## src/timebase_pkg.sv

```systemverilog
// Constants, register map and field layout for the periodic timebase block.
// Assumes an APB master with 32-bit data and word-aligned register accesses.
package timebase_pkg;

  // Register byte offsets.
  localparam logic [11:0] CTRL_OFFSET = 12'h000;
  localparam logic [11:0] EVT_STATUS_OFFSET = 12'h004;
  localparam logic [11:0] EVT_MASK_OFFSET = 12'h008;
  localparam logic [11:0] COUNT_STATE_OFFSET = 12'h00C;

  // Field positions in timebase_control.
  localparam int FLAG_BIT = 7;
  localparam int TAP_LSB = 4;
  localparam int TAP_MSB = 6;
  localparam int ACK_BIT = 3;
  localparam int IRQ_EN_BIT = 2;
  localparam int CNT_EN_BIT = 1;

  // Event status and mask layout.
  localparam int EVT_ROLL_BIT = 0;
  localparam int EVT_OVERRUN_BIT = 1;
  localparam int EVT_WIDTH = 2;

  // Reset values.
  localparam logic [2:0] TAP_RESET = 3'h0;
  localparam logic IRQ_EN_RESET = 1'b0;
  localparam logic CNT_EN_RESET = 1'b0;
  localparam logic [1:0] EVT_MASK_RESET = 2'h0;

  // Counter chain geometry and the extra fixed prescaler.
  localparam int CHAIN_STAGES = 15;
  localparam int PRESCALE_DIV = 128;
  localparam int PRESCALE_BITS = 7;

  // Bit of the chain that marks each tap, indexed by tap code.
  // Codes 0 to 7 give dividers 32768, 8192, 2048, 128, 64, 32, 16, 8.
  localparam logic [7:0][3:0] TAP_BIT_TABLE = {
    4'h2, 4'h3, 4'h4, 4'h5, 4'h6, 4'hA, 4'hC, 4'hE
  };

  typedef enum logic [2:0] {
    ST_OFF = 3'b001,
    ST_RUN = 3'b010,
    ST_HOLD = 3'b100
  } timebase_state_type;

endpackage : timebase_pkg
```

## src/periodic_timebase.sv

```systemverilog
// Periodic timebase with one control register, event status/mask and APB access.
// Assumes pclk is the oscillator clock; mode inputs come from pclk logic, straps from pins.
//
// Our own choices: the register addresses and the APB interface to the registers.
`timescale 1ns/1ps

module periodic_timebase
  import timebase_pkg::*;
(
  input wire logic pclk,
  input wire logic presetn,
  input wire logic psel,
  input wire logic penable,
  input wire logic pwrite,
  input wire logic [11:0] paddr,
  input wire logic [31:0] pwdata,
  output logic [31:0] prdata,
  output logic pready,
  output logic pslverr,
  input wire logic wait_mode,
  input wire logic stop_mode,
  input wire logic extra_prescale_option,
  input wire logic osc_run_in_stop_option,
  output logic irq,
  output logic stop_wakeup
);

  // Straps arrive from pins, so both pass two flip-flops first.
  logic prescale_meta_reg;
  logic prescale_sync_reg;
  logic osc_stop_meta_reg;
  logic osc_stop_sync_reg;

  logic [2:0] period_tap_select_reg;
  logic period_irq_enable_reg;
  logic period_counter_enable_reg;
  logic period_pending_flag_reg;
  logic period_pending_flag_next;
  logic [EVT_WIDTH-1:0] evt_status_reg;
  logic [EVT_WIDTH-1:0] evt_status_next;
  logic [EVT_WIDTH-1:0] evt_mask_reg;
  logic [CHAIN_STAGES-1:0] count_reg;
  logic [CHAIN_STAGES-1:0] count_next;
  logic [PRESCALE_BITS-1:0] prescale_reg;
  logic [PRESCALE_BITS-1:0] prescale_next;
  logic [31:0] prdata_reg;
  timebase_state_type state_reg;
  timebase_state_type state_next;

  // Bus decode.
  wire logic low_power = wait_mode | stop_mode;
  wire logic hit_ctrl = (paddr == CTRL_OFFSET);
  wire logic hit_status = (paddr == EVT_STATUS_OFFSET);
  wire logic hit_mask = (paddr == EVT_MASK_OFFSET);
  wire logic hit_count = (paddr == COUNT_STATE_OFFSET);
  wire logic mapped = hit_ctrl | hit_status | hit_mask | hit_count;
  wire logic setup_phase = psel & ~penable;
  wire logic access_phase = psel & penable;
  wire logic access_ok = mapped & ~low_power;
  wire logic wr_ok = access_phase & pwrite & access_ok;
  wire logic wr_ctrl = wr_ok & hit_ctrl;
  wire logic wr_status = wr_ok & hit_status;
  wire logic wr_mask = wr_ok & hit_mask;
  wire logic ack_write = wr_ctrl & pwdata[ACK_BIT];

  // The counter is frozen in stop unless the oscillator keeps running there.
  wire logic chain_active = ~stop_mode | osc_stop_sync_reg;
  wire logic run_now = period_counter_enable_reg & chain_active;
  wire logic prescale_wrap = (prescale_reg == PRESCALE_BITS'(PRESCALE_DIV - 1));
  wire logic source_tick = run_now & (~prescale_sync_reg | prescale_wrap);

  // Tap decode: the event fires when the tap bit goes from zero to one.
  // Catching the rising half of the tap bit is why the first event comes at half the period.
  wire logic [3:0] tap_bit = TAP_BIT_TABLE[period_tap_select_reg];
  wire logic [CHAIN_STAGES-1:0] low_mask = (CHAIN_STAGES'(1) << tap_bit) - CHAIN_STAGES'(1);
  wire logic low_full = ((count_reg & low_mask) == low_mask);
  wire logic rollover = source_tick & low_full & ~count_reg[tap_bit];

  // Next-state logic.
  assign prescale_next = (run_now & prescale_sync_reg) ? prescale_reg + PRESCALE_BITS'(1) :
                         (period_counter_enable_reg ? prescale_reg : '0);
  assign count_next = ~period_counter_enable_reg ? '0 :
                      (source_tick ? count_reg + CHAIN_STAGES'(1) : count_reg);
  // Set wins over the acknowledge so that no event is lost.
  assign period_pending_flag_next = rollover ? 1'b1 :
                                    (ack_write ? 1'b0 : period_pending_flag_reg);
  wire logic [EVT_WIDTH-1:0] evt_set = {rollover & period_pending_flag_reg & ~ack_write,
                                        rollover};
  wire logic [EVT_WIDTH-1:0] evt_clr = wr_status ? pwdata[EVT_WIDTH-1:0] : '0;
  assign evt_status_next = evt_set | (evt_status_reg & ~evt_clr);
  assign state_next = ~period_counter_enable_reg ? ST_OFF : (chain_active ? ST_RUN : ST_HOLD);

  // Read multiplexer; the acknowledge position always reads zero.
  wire logic [31:0] ctrl_view = {24'h0000_00, period_pending_flag_reg, period_tap_select_reg,
                                 1'b0, period_irq_enable_reg, period_counter_enable_reg, 1'b0};
  wire logic [31:0] count_view = {13'h0000, state_reg, 1'b0, count_reg};
  wire logic [31:0] read_value = ~access_ok ? 32'h0000_0000 :
                                 hit_ctrl ? ctrl_view :
                                 hit_status ? {30'h0000_0000, evt_status_reg} :
                                 hit_mask ? {30'h0000_0000, evt_mask_reg} : count_view;

  // Zero-wait slave; read data is latched in the setup cycle.
  assign pready = 1'b1;
  assign pslverr = access_phase & ~access_ok;
  assign prdata = prdata_reg;
  assign irq = (period_pending_flag_reg & period_irq_enable_reg) |
               (|(evt_status_reg & evt_mask_reg));
  assign stop_wakeup = stop_mode & osc_stop_sync_reg & period_pending_flag_reg &
                       period_irq_enable_reg;

  always_ff @(posedge pclk or negedge presetn) begin
    if (!presetn) begin
      prescale_meta_reg <= 1'b0;
      prescale_sync_reg <= 1'b0;
      osc_stop_meta_reg <= 1'b0;
      osc_stop_sync_reg <= 1'b0;
    end else begin
      prescale_meta_reg <= extra_prescale_option;
      prescale_sync_reg <= prescale_meta_reg;
      osc_stop_meta_reg <= osc_run_in_stop_option;
      osc_stop_sync_reg <= osc_stop_meta_reg;
    end
  end

  always_ff @(posedge pclk or negedge presetn) begin
    if (!presetn) begin
      period_tap_select_reg <= TAP_RESET;
      period_irq_enable_reg <= IRQ_EN_RESET;
      period_counter_enable_reg <= CNT_EN_RESET;
      evt_mask_reg <= EVT_MASK_RESET;
    end else begin
      if (wr_ctrl) begin
        period_tap_select_reg <= pwdata[TAP_MSB:TAP_LSB];
        period_irq_enable_reg <= pwdata[IRQ_EN_BIT];
        period_counter_enable_reg <= pwdata[CNT_EN_BIT];
      end
      if (wr_mask) begin
        evt_mask_reg <= pwdata[EVT_WIDTH-1:0];
      end
    end
  end

  always_ff @(posedge pclk or negedge presetn) begin
    if (!presetn) begin
      period_pending_flag_reg <= 1'b0;
      evt_status_reg <= '0;
      count_reg <= '0;
      prescale_reg <= '0;
      state_reg <= ST_OFF;
      prdata_reg <= 32'h0000_0000;
    end else begin
      period_pending_flag_reg <= period_pending_flag_next;
      evt_status_reg <= evt_status_next;
      count_reg <= count_next;
      prescale_reg <= prescale_next;
      state_reg <= state_next;
      if (setup_phase) begin
        prdata_reg <= read_value;
      end
    end
  end

  a_flag_on_rollover: assert property (
    @(posedge pclk) disable iff (!presetn)
    rollover |=> period_pending_flag_reg)
    else $error("Pending flag not set after rollover.");

  a_irq_from_flag: assert property (
    @(posedge pclk) disable iff (!presetn)
    $rose(period_pending_flag_reg) && period_irq_enable_reg |-> irq)
    else $error("Interrupt not raised for an enabled pending flag.");

  a_period_tap_eight: assert property (
    @(posedge pclk) disable iff (!presetn)
    (rollover && period_tap_select_reg == 3'b111 && !prescale_sync_reg && !stop_mode)
    ##1 (run_now && period_tap_select_reg == 3'b111 && !prescale_sync_reg)[*8]
    |-> rollover)
    else $error("Tap code 7 did not give an eight cycle period.");

  a_prescale_gap: assert property (
    @(posedge pclk) disable iff (!presetn)
    (source_tick && prescale_sync_reg) |=> !source_tick [*8])
    else $error("Prescaled source ticked too soon.");

  a_off_chain_zero: assert property (
    @(posedge pclk) disable iff (!presetn)
    !period_counter_enable_reg |=> (count_reg == '0) && !rollover)
    else $error("Chain not held at zero while disabled.");

  a_first_half_period: assert property (
    @(posedge pclk) disable iff (!presetn)
    ($rose(period_counter_enable_reg) && period_tap_select_reg == 3'b111 &&
     !prescale_sync_reg && chain_active)
    ##1 (run_now && period_tap_select_reg == 3'b111 && !prescale_sync_reg)[*3]
    |-> rollover)
    else $error("First event after enabling not at half the period.");

  a_ack_clears_flag: assert property (
    @(posedge pclk) disable iff (!presetn)
    ack_write && !rollover |=> !period_pending_flag_reg)
    else $error("Acknowledge did not clear the pending flag.");

  a_ack_reads_zero: assert property (
    @(posedge pclk) disable iff (!presetn)
    access_phase && !pwrite && hit_ctrl |-> !prdata[ACK_BIT])
    else $error("Acknowledge bit read back as one.");

  a_set_beats_ack: assert property (
    @(posedge pclk) disable iff (!presetn)
    rollover && ack_write |=> period_pending_flag_reg)
    else $error("Rollover lost against a same cycle acknowledge.");

  a_stop_freezes_chain: assert property (
    @(posedge pclk) disable iff (!presetn)
    stop_mode && !osc_stop_sync_reg && period_counter_enable_reg |=> $stable(count_reg))
    else $error("Chain moved in stop without the oscillator option.");

  a_lowpower_blocks_bus: assert property (
    @(posedge pclk) disable iff (!presetn)
    access_phase && low_power && pwrite && hit_ctrl
    |-> pslverr ##1 $stable(period_irq_enable_reg) && $stable(period_counter_enable_reg))
    else $error("Control register written during a low power mode.");

  a_wait_keeps_running: assert property (
    @(posedge pclk) disable iff (!presetn)
    wait_mode && !stop_mode && period_counter_enable_reg && !prescale_sync_reg
    |=> count_reg == $past(count_reg) + CHAIN_STAGES'(1))
    else $error("Chain stopped counting in wait mode.");

  a_ack_zero_keeps: assert property (
    @(posedge pclk) disable iff (!presetn)
    wr_ctrl && !pwdata[ACK_BIT] && period_pending_flag_reg |=> period_pending_flag_reg)
    else $error("Writing zero to the acknowledge cleared the flag.");

  a_flag_only_by_roll: assert property (
    @(posedge pclk) disable iff (!presetn)
    !rollover && !period_pending_flag_reg |=> !period_pending_flag_reg)
    else $error("Pending flag set without a rollover.");

  a_irq_masked_off: assert property (
    @(posedge pclk) disable iff (!presetn)
    !period_irq_enable_reg && !(|(evt_status_reg & evt_mask_reg)) |-> !irq)
    else $error("Interrupt raised with the enable clear.");

  a_irq_enable_write: assert property (
    @(posedge pclk) disable iff (!presetn)
    wr_ctrl |=> period_irq_enable_reg == $past(pwdata[IRQ_EN_BIT]))
    else $error("Interrupt enable did not take the written value.");

  a_enable_write: assert property (
    @(posedge pclk) disable iff (!presetn)
    wr_ctrl |=> period_counter_enable_reg == $past(pwdata[CNT_EN_BIT]))
    else $error("Counter enable did not take the written value.");

  a_restart_zero: assert property (
    @(posedge pclk) disable iff (!presetn)
    $rose(period_counter_enable_reg) |-> count_reg == '0)
    else $error("Chain did not restart from zero.");

  a_run_counts: assert property (
    @(posedge pclk) disable iff (!presetn)
    run_now && !prescale_sync_reg && !wr_ctrl |=> count_reg == $past(count_reg) + CHAIN_STAGES'(1))
    else $error("Enabled chain did not count.");

  a_stop_freezes_pre: assert property (
    @(posedge pclk) disable iff (!presetn)
    stop_mode && !osc_stop_sync_reg && period_counter_enable_reg |=> $stable(prescale_reg))
    else $error("Prescaler moved in stop without the oscillator option.");

  a_wakeup_needs_irq: assert property (
    @(posedge pclk) disable iff (!presetn)
    stop_wakeup |-> irq && stop_mode && osc_stop_sync_reg)
    else $error("Wakeup raised without an enabled pending flag in stop.");

  a_wait_blocks_write: assert property (
    @(posedge pclk) disable iff (!presetn)
    access_phase && wait_mode && pwrite && hit_ctrl |=> $stable(period_tap_select_reg))
    else $error("Tap select written during wait mode.");

  a_lowpower_reads_zero: assert property (
    @(posedge pclk) disable iff (!presetn)
    setup_phase && low_power |=> prdata == 32'h0000_0000)
    else $error("Register data returned during a low power mode.");

  a_wait_flag_sets: assert property (
    @(posedge pclk) disable iff (!presetn)
    wait_mode && rollover |=> period_pending_flag_reg)
    else $error("Flag not set by a rollover in wait mode.");

  a_prescale_period: assert property (
    @(posedge pclk) disable iff (!presetn)
    run_now && prescale_sync_reg && prescale_reg == PRESCALE_BITS'(PRESCALE_DIV - 2) |=> prescale_wrap)
    else $error("Prescaler did not reach its wrap point.");

  a_direct_tick: assert property (
    @(posedge pclk) disable iff (!presetn)
    run_now && !prescale_sync_reg |-> source_tick)
    else $error("Unprescaled chain missed a source clock.");

  a_tap_zero_point: assert property (
    @(posedge pclk) disable iff (!presetn)
    rollover && period_tap_select_reg == 3'b000 |-> count_reg[13:0] == 14'h3FFF)
    else $error("Tap code 0 rolled over at the wrong count.");

  a_tap_three_point: assert property (
    @(posedge pclk) disable iff (!presetn)
    rollover && period_tap_select_reg == 3'b011 |-> count_reg[6:0] == 7'h3F)
    else $error("Tap code 3 rolled over at the wrong count.");

  a_status_set_wins: assert property (
    @(posedge pclk) disable iff (!presetn)
    rollover && wr_status && pwdata[EVT_ROLL_BIT] |=> evt_status_reg[EVT_ROLL_BIT])
    else $error("Rollover event lost against a same cycle clear.");

  a_overrun_marks: assert property (
    @(posedge pclk) disable iff (!presetn)
    rollover && period_pending_flag_reg && !ack_write |=> evt_status_reg[EVT_OVERRUN_BIT])
    else $error("Rollover on a pending flag not marked as overrun.");

  a_stop_errors: assert property (
    @(posedge pclk) disable iff (!presetn)
    access_phase && stop_mode |-> pslverr)
    else $error("Access in stop mode not refused.");

  a_hold_state: assert property (
    @(posedge pclk) disable iff (!presetn)
    period_counter_enable_reg && !chain_active |=> state_reg == ST_HOLD)
    else $error("Frozen chain not reported as held.");

endmodule : periodic_timebase

```

## config.mk

```make
export PLATFORM = sky130hd
export DESIGN_NAME = periodic_timebase
export DESIGN_NICKNAME = d
export VERILOG_FILES = /design/src/timebase_pkg.sv /design/src/periodic_timebase.sv
export SDC_FILE = /design/constraint.sdc
export NUM_CORES = 1
export LEC_CHECK = 0
export ABC_AREA = 0
export BUFFER_PORTS_ARGS = -buffer_cell sky130_fd_sc_hd__buf_2
export CAP_MARGIN = 40
export CORE_ASPECT_RATIO = 0.9
export CORE_UTILIZATION = 40
export DETAILED_ROUTE_END_ITERATION = 12
export GPL_ROUTABILITY_DRIVEN = 0
export SLEW_MARGIN = 10
export SYNTH_ARGS = -nofsm -noshare
export SYNTH_HDL_FRONTEND = slang
export SYNTH_SLANG_ARGS = --single-unit
```

## constraint.sdc

```tcl
create_clock -name pclk -period 5 [get_ports pclk]
set_clock_uncertainty 0.2 [all_clocks]
set_input_delay 1.5 -clock pclk [delete_from_list [all_inputs] [get_ports pclk]]
set_output_delay 1.5 -clock pclk [all_outputs]
set_load 0.005 [all_outputs]
```

==> run summary <==
For this run, the slowest stage of the critical path takes 0.42 ns. The total die area is 7682 um2, and the HPWL after detailed placement is 4352 um. For the cell area after synthesis, the log shows 2934 um2. For this block, the initial DRC count from the detailed router was 111. For the worst setup path, the data required time is 3.30 ns. The relative slew slack is 0.4188. The placed instance area was 3192 um2. The initial cell density of the core came out at 0.4147. Most repeated library cell on the critical path: sky130_fd_sc_hd__buf_2. Once detail routing completed, the nets flagged for antenna violations numbered 0. STA classifies the critical path startpoint as an input pin. The time the final worst path needs with I/O delays and setup was 4.425 ns; the number of gates given a new drive strength after cts was 0. The repair_antennas step left the layout with diodes totalling 0. The number of clock sinks was 57. The count of pins on the block boundary was 89. After synthesis, the cell types taking the most area are sky130_fd_sc_hd__dfrtp_1 (48%), sky130_fd_sc_hd__nand2_1 (5.0%), sky130_fd_sc_hd__buf_4 (3.8%).

After routing, the total negative slack on setup checks comes to 0 ns. The clock edge transition at the registers on the reported setup and hold paths works out to 0.06 ns. Most frequent cell after synthesis: sky130_fd_sc_hd__dfrtp_1. The worst hold path begins at osc_stop_meta_reg.

The endpoint class of the critical path is an output port. The run gives 0 as the number of setup buffers added after CTS. The first detailed-routing pass took 4 iterations. The finished cells cover 3372 um2.

The first global-routing pass estimated 10650 um of wire. Across the run, the number of max-cap violations was 0. Input and output buffers added on the ports amount to 48. Top achievable clock speed: 0.2260 GHz.

Entering global routing, the biggest net connects 35 pins. The fraction of synthesis flops using an asynchronous set or reset pin was 1.000. The startpoint identified for the worst register-to-register timing path is period_counter_enable_reg. The number of antenna violations at the first check in global routing was 0; the height of the chip was 83.25 um. The mean instance size in the synthesized netlist works out to 10.12 um2.

After floorplanning, the core was divided into 29 placement rows. Layout cell share with drive strength beyond 1: 0.2456. The signal on the critical path passes through buf_2, nor4_2, nand3_2, o211a_1, buf_2.

For the number of fill cells in the layout, the log shows 689. The cell sitting at the root of the clock tree is a sky130_fd_sc_hd__clkbuf_8. Summed over all cells, the static leakage comes to 1.595 nW. Slowest stage cell on the critical path: sky130_fd_sc_hd__nor4_2. The tools report the overall routed net length as 6175 um.

Setup violations remaining at the end of the flow were counted as 0. The number of warnings issued by yosys was 0; the top fanout value on the critical path was 9. The worst hold path belongs to the class register to register. The number of global-route vias before repair came out at 2203. The top cell type's share of synthesized area was 0.4776.

The launch point of the worst path was paddr[5]. In the routed design, unresolved DRC markers number 0. The portion of the post-synthesis area used by sequential elements was 0.4866; the detailed-route wire length per cell was 14.20 um. Setup repair after global routing left no endpoint under its margin. IR analysis of the VDD net gives a maximum drop of 0.1810 mV. Summed over all instances, the cell type with the most area after synthesis is sky130_fd_sc_hd__dfrtp_1. Counting the buffers created by CTS gives 9. For the clock latency at the later pin of the worst-skew pair, the log shows 0.34 ns. Power spread over the standard cell area amounts to 330.5 nW/um2. After detailed routing, the number of vias per cell comes to 5.172. The final period utilization works out to 0.8850. The number of failing hold endpoints at the final stage was 0. Measured along the x axis, the die boundary spans 92.28 um.

The relative area change from synthesis to final layout was 14.93%. Sorting the synthesized cells by how often they occur yields sky130_fd_sc_hd__dfrtp_1 (56), sky130_fd_sc_hd__nand2_1 (39), sky130_fd_sc_hd__nor2_1 (23). TritonCTS built the clock tree. Synthesis produced 290 cells. Synthesis inferred 57 register bits. The total overflow left after global routing is 0. The run finished with clean final reports. The flip-flop count of the largest register, all copies and words added was 18; the number of pins with negative max-slew slack in the final report was 0. The CTS H-tree depth was 3; the maximum buffer depth of the clock tree was 2. The run gives 393 as the total number of nets in the final design. Detailed routing inserted a total of 2250 vias.

For the pin with the worst max-slew slack, the measured transition is 0.8653 ns. The core region is 7076 um2. The number of synthesized flops with an enable pin was 0.

The number of distinct library cells after synthesis was 57. Among all flip-flop cells after synthesis, the most frequent one is sky130_fd_sc_hd__dfrtp_1. The critical path is of the input pin to output port type. The run gives 0.1776 as the aggregate global-route resource usage.

In this run, post-CTS hold repair placed 0 buffers. Data on the critical path arrives at its endpoint at 2.72 ns.
==> power breakdown <==
part	leakage, nW	switching, mW	internal (mW)
registers	0.729	0.0724	0.508
logic	0.777	0.0805	0.0656
clock network	0.0887	0.195	0.194
total	1.60	0.348	0.767
==> logic make-up after synthesis <==
logic type      Yosys count  synth area share
xor+xnor                 14           0.04179
fa+ha+maj                 3           0.01279
flops                    57            0.4866
buf+inv                  37           0.07079
simple gates            116            0.2107
mux                       9           0.03284
compound gates           52            0.1420
other cells               2          0.002560
==> layout by cell type (no fill, tap or decap), types with 4 or more instances in the layout <==
| cell type | Yosys | final |
|---|---|---|
| sky130_fd_sc_hd__dfrtp_1 | 56 | 56 |
| sky130_fd_sc_hd__buf_2 | 4 | 48 |
| sky130_fd_sc_hd__nand2_1 | 39 | 39 |
| sky130_fd_sc_hd__nor2_1 | 23 | 23 |
| sky130_fd_sc_hd__conb_1 | 2 | 17 |
| sky130_fd_sc_hd__nand3_1 | 13 | 13 |
| sky130_fd_sc_hd__a22o_1 | 11 | 11 |
| sky130_fd_sc_hd__xor2_1 | 10 | 10 |
| sky130_fd_sc_hd__clkbuf_8 | 0 | 10 |
| sky130_fd_sc_hd__o21ai_0 | 9 | 9 |
| sky130_fd_sc_hd__inv_1 | 8 | 8 |
| sky130_fd_sc_hd__nand4_1 | 6 | 6 |
| sky130_fd_sc_hd__a22oi_1 | 6 | 6 |
| sky130_fd_sc_hd__nor3_1 | 5 | 5 |
| sky130_fd_sc_hd__mux2_2 | 5 | 5 |
| sky130_fd_sc_hd__mux2i_1 | 4 | 4 |
| sky130_fd_sc_hd__or3_1 | 4 | 4 |
| sky130_fd_sc_hd__xnor2_1 | 4 | 4 |
==> critical path: cells and delay by family <==
| family | cells | cell delay [ns] |
|---|---|---|
| compound gates | 1 | 0.29 |
| buf+inv | 2 | 0.22 |
| simple gates | 2 | 0.72 |
==> worst paths after layout <==
check,end,slack [ns],cells after the start
setup / recovery,pslverr,0.58,5
hold / removal,osc_stop_sync_reg,0.15,0
setup reg to reg,count_reg[12],2.24,5
hold reg to reg,osc_stop_sync_reg,0.15,0
max in group asynchronous,prescale_sync_reg,2.83,2
min in group asynchronous,prdata[6],0.93,1
==> routing by layer <==
metal | vias to the layer above | part of all wire | wire [um] | global-route usage
li1 | 1101 | - | - | -
met1 | 1089 | 0.49 | 3027 | 0.2396
met2 | 55 | 0.46 | 2860 | 0.2727
met3 | 5 | 0.038 | 234 | 0.05586
met4 | 0 | 0.0086 | 53 | 0.05398
met5 | - | 0 | 0 | 0
==> through the flow <==
step | utilization | total power, mW | instances | hold slack (ns) | setup WS [ns]
finish | 0.4766 | 1.114 | 435 | 0.1542 | 0.5751
global route | 0.4766 | 1.180 | 435 | 0.1706 | 0.4718
CTS | 0.4766 | 1.128 | 435 | 0.1540 | 0.5891
detailed placement | 0.4511 | 0.7313 | 419 | 0.1373 | 0.5963
global placement | 0.4490 | 0.7214 | 418 | 0.1325 | 0.6123
floorplan | - | 0.6816 | 305 | 0.1312 | 0.9434
==> area by class of cell <==
cell class | instances | area, um2 | area share
clock buffer | 10 | 137.6 | 0.04082
clock inverter | 6 | 42.54 | 0.01262
inverter | 8 | 30.03 | 0.008905
multi-input combinational | 211 | 1355 | 0.4019
sequential | 57 | 1428 | 0.4234
tap | 93 | 116.4 | 0.03451
timing repair buffer | 50 | 262.8 | 0.07792
Power figures use the tool's default switching activity.
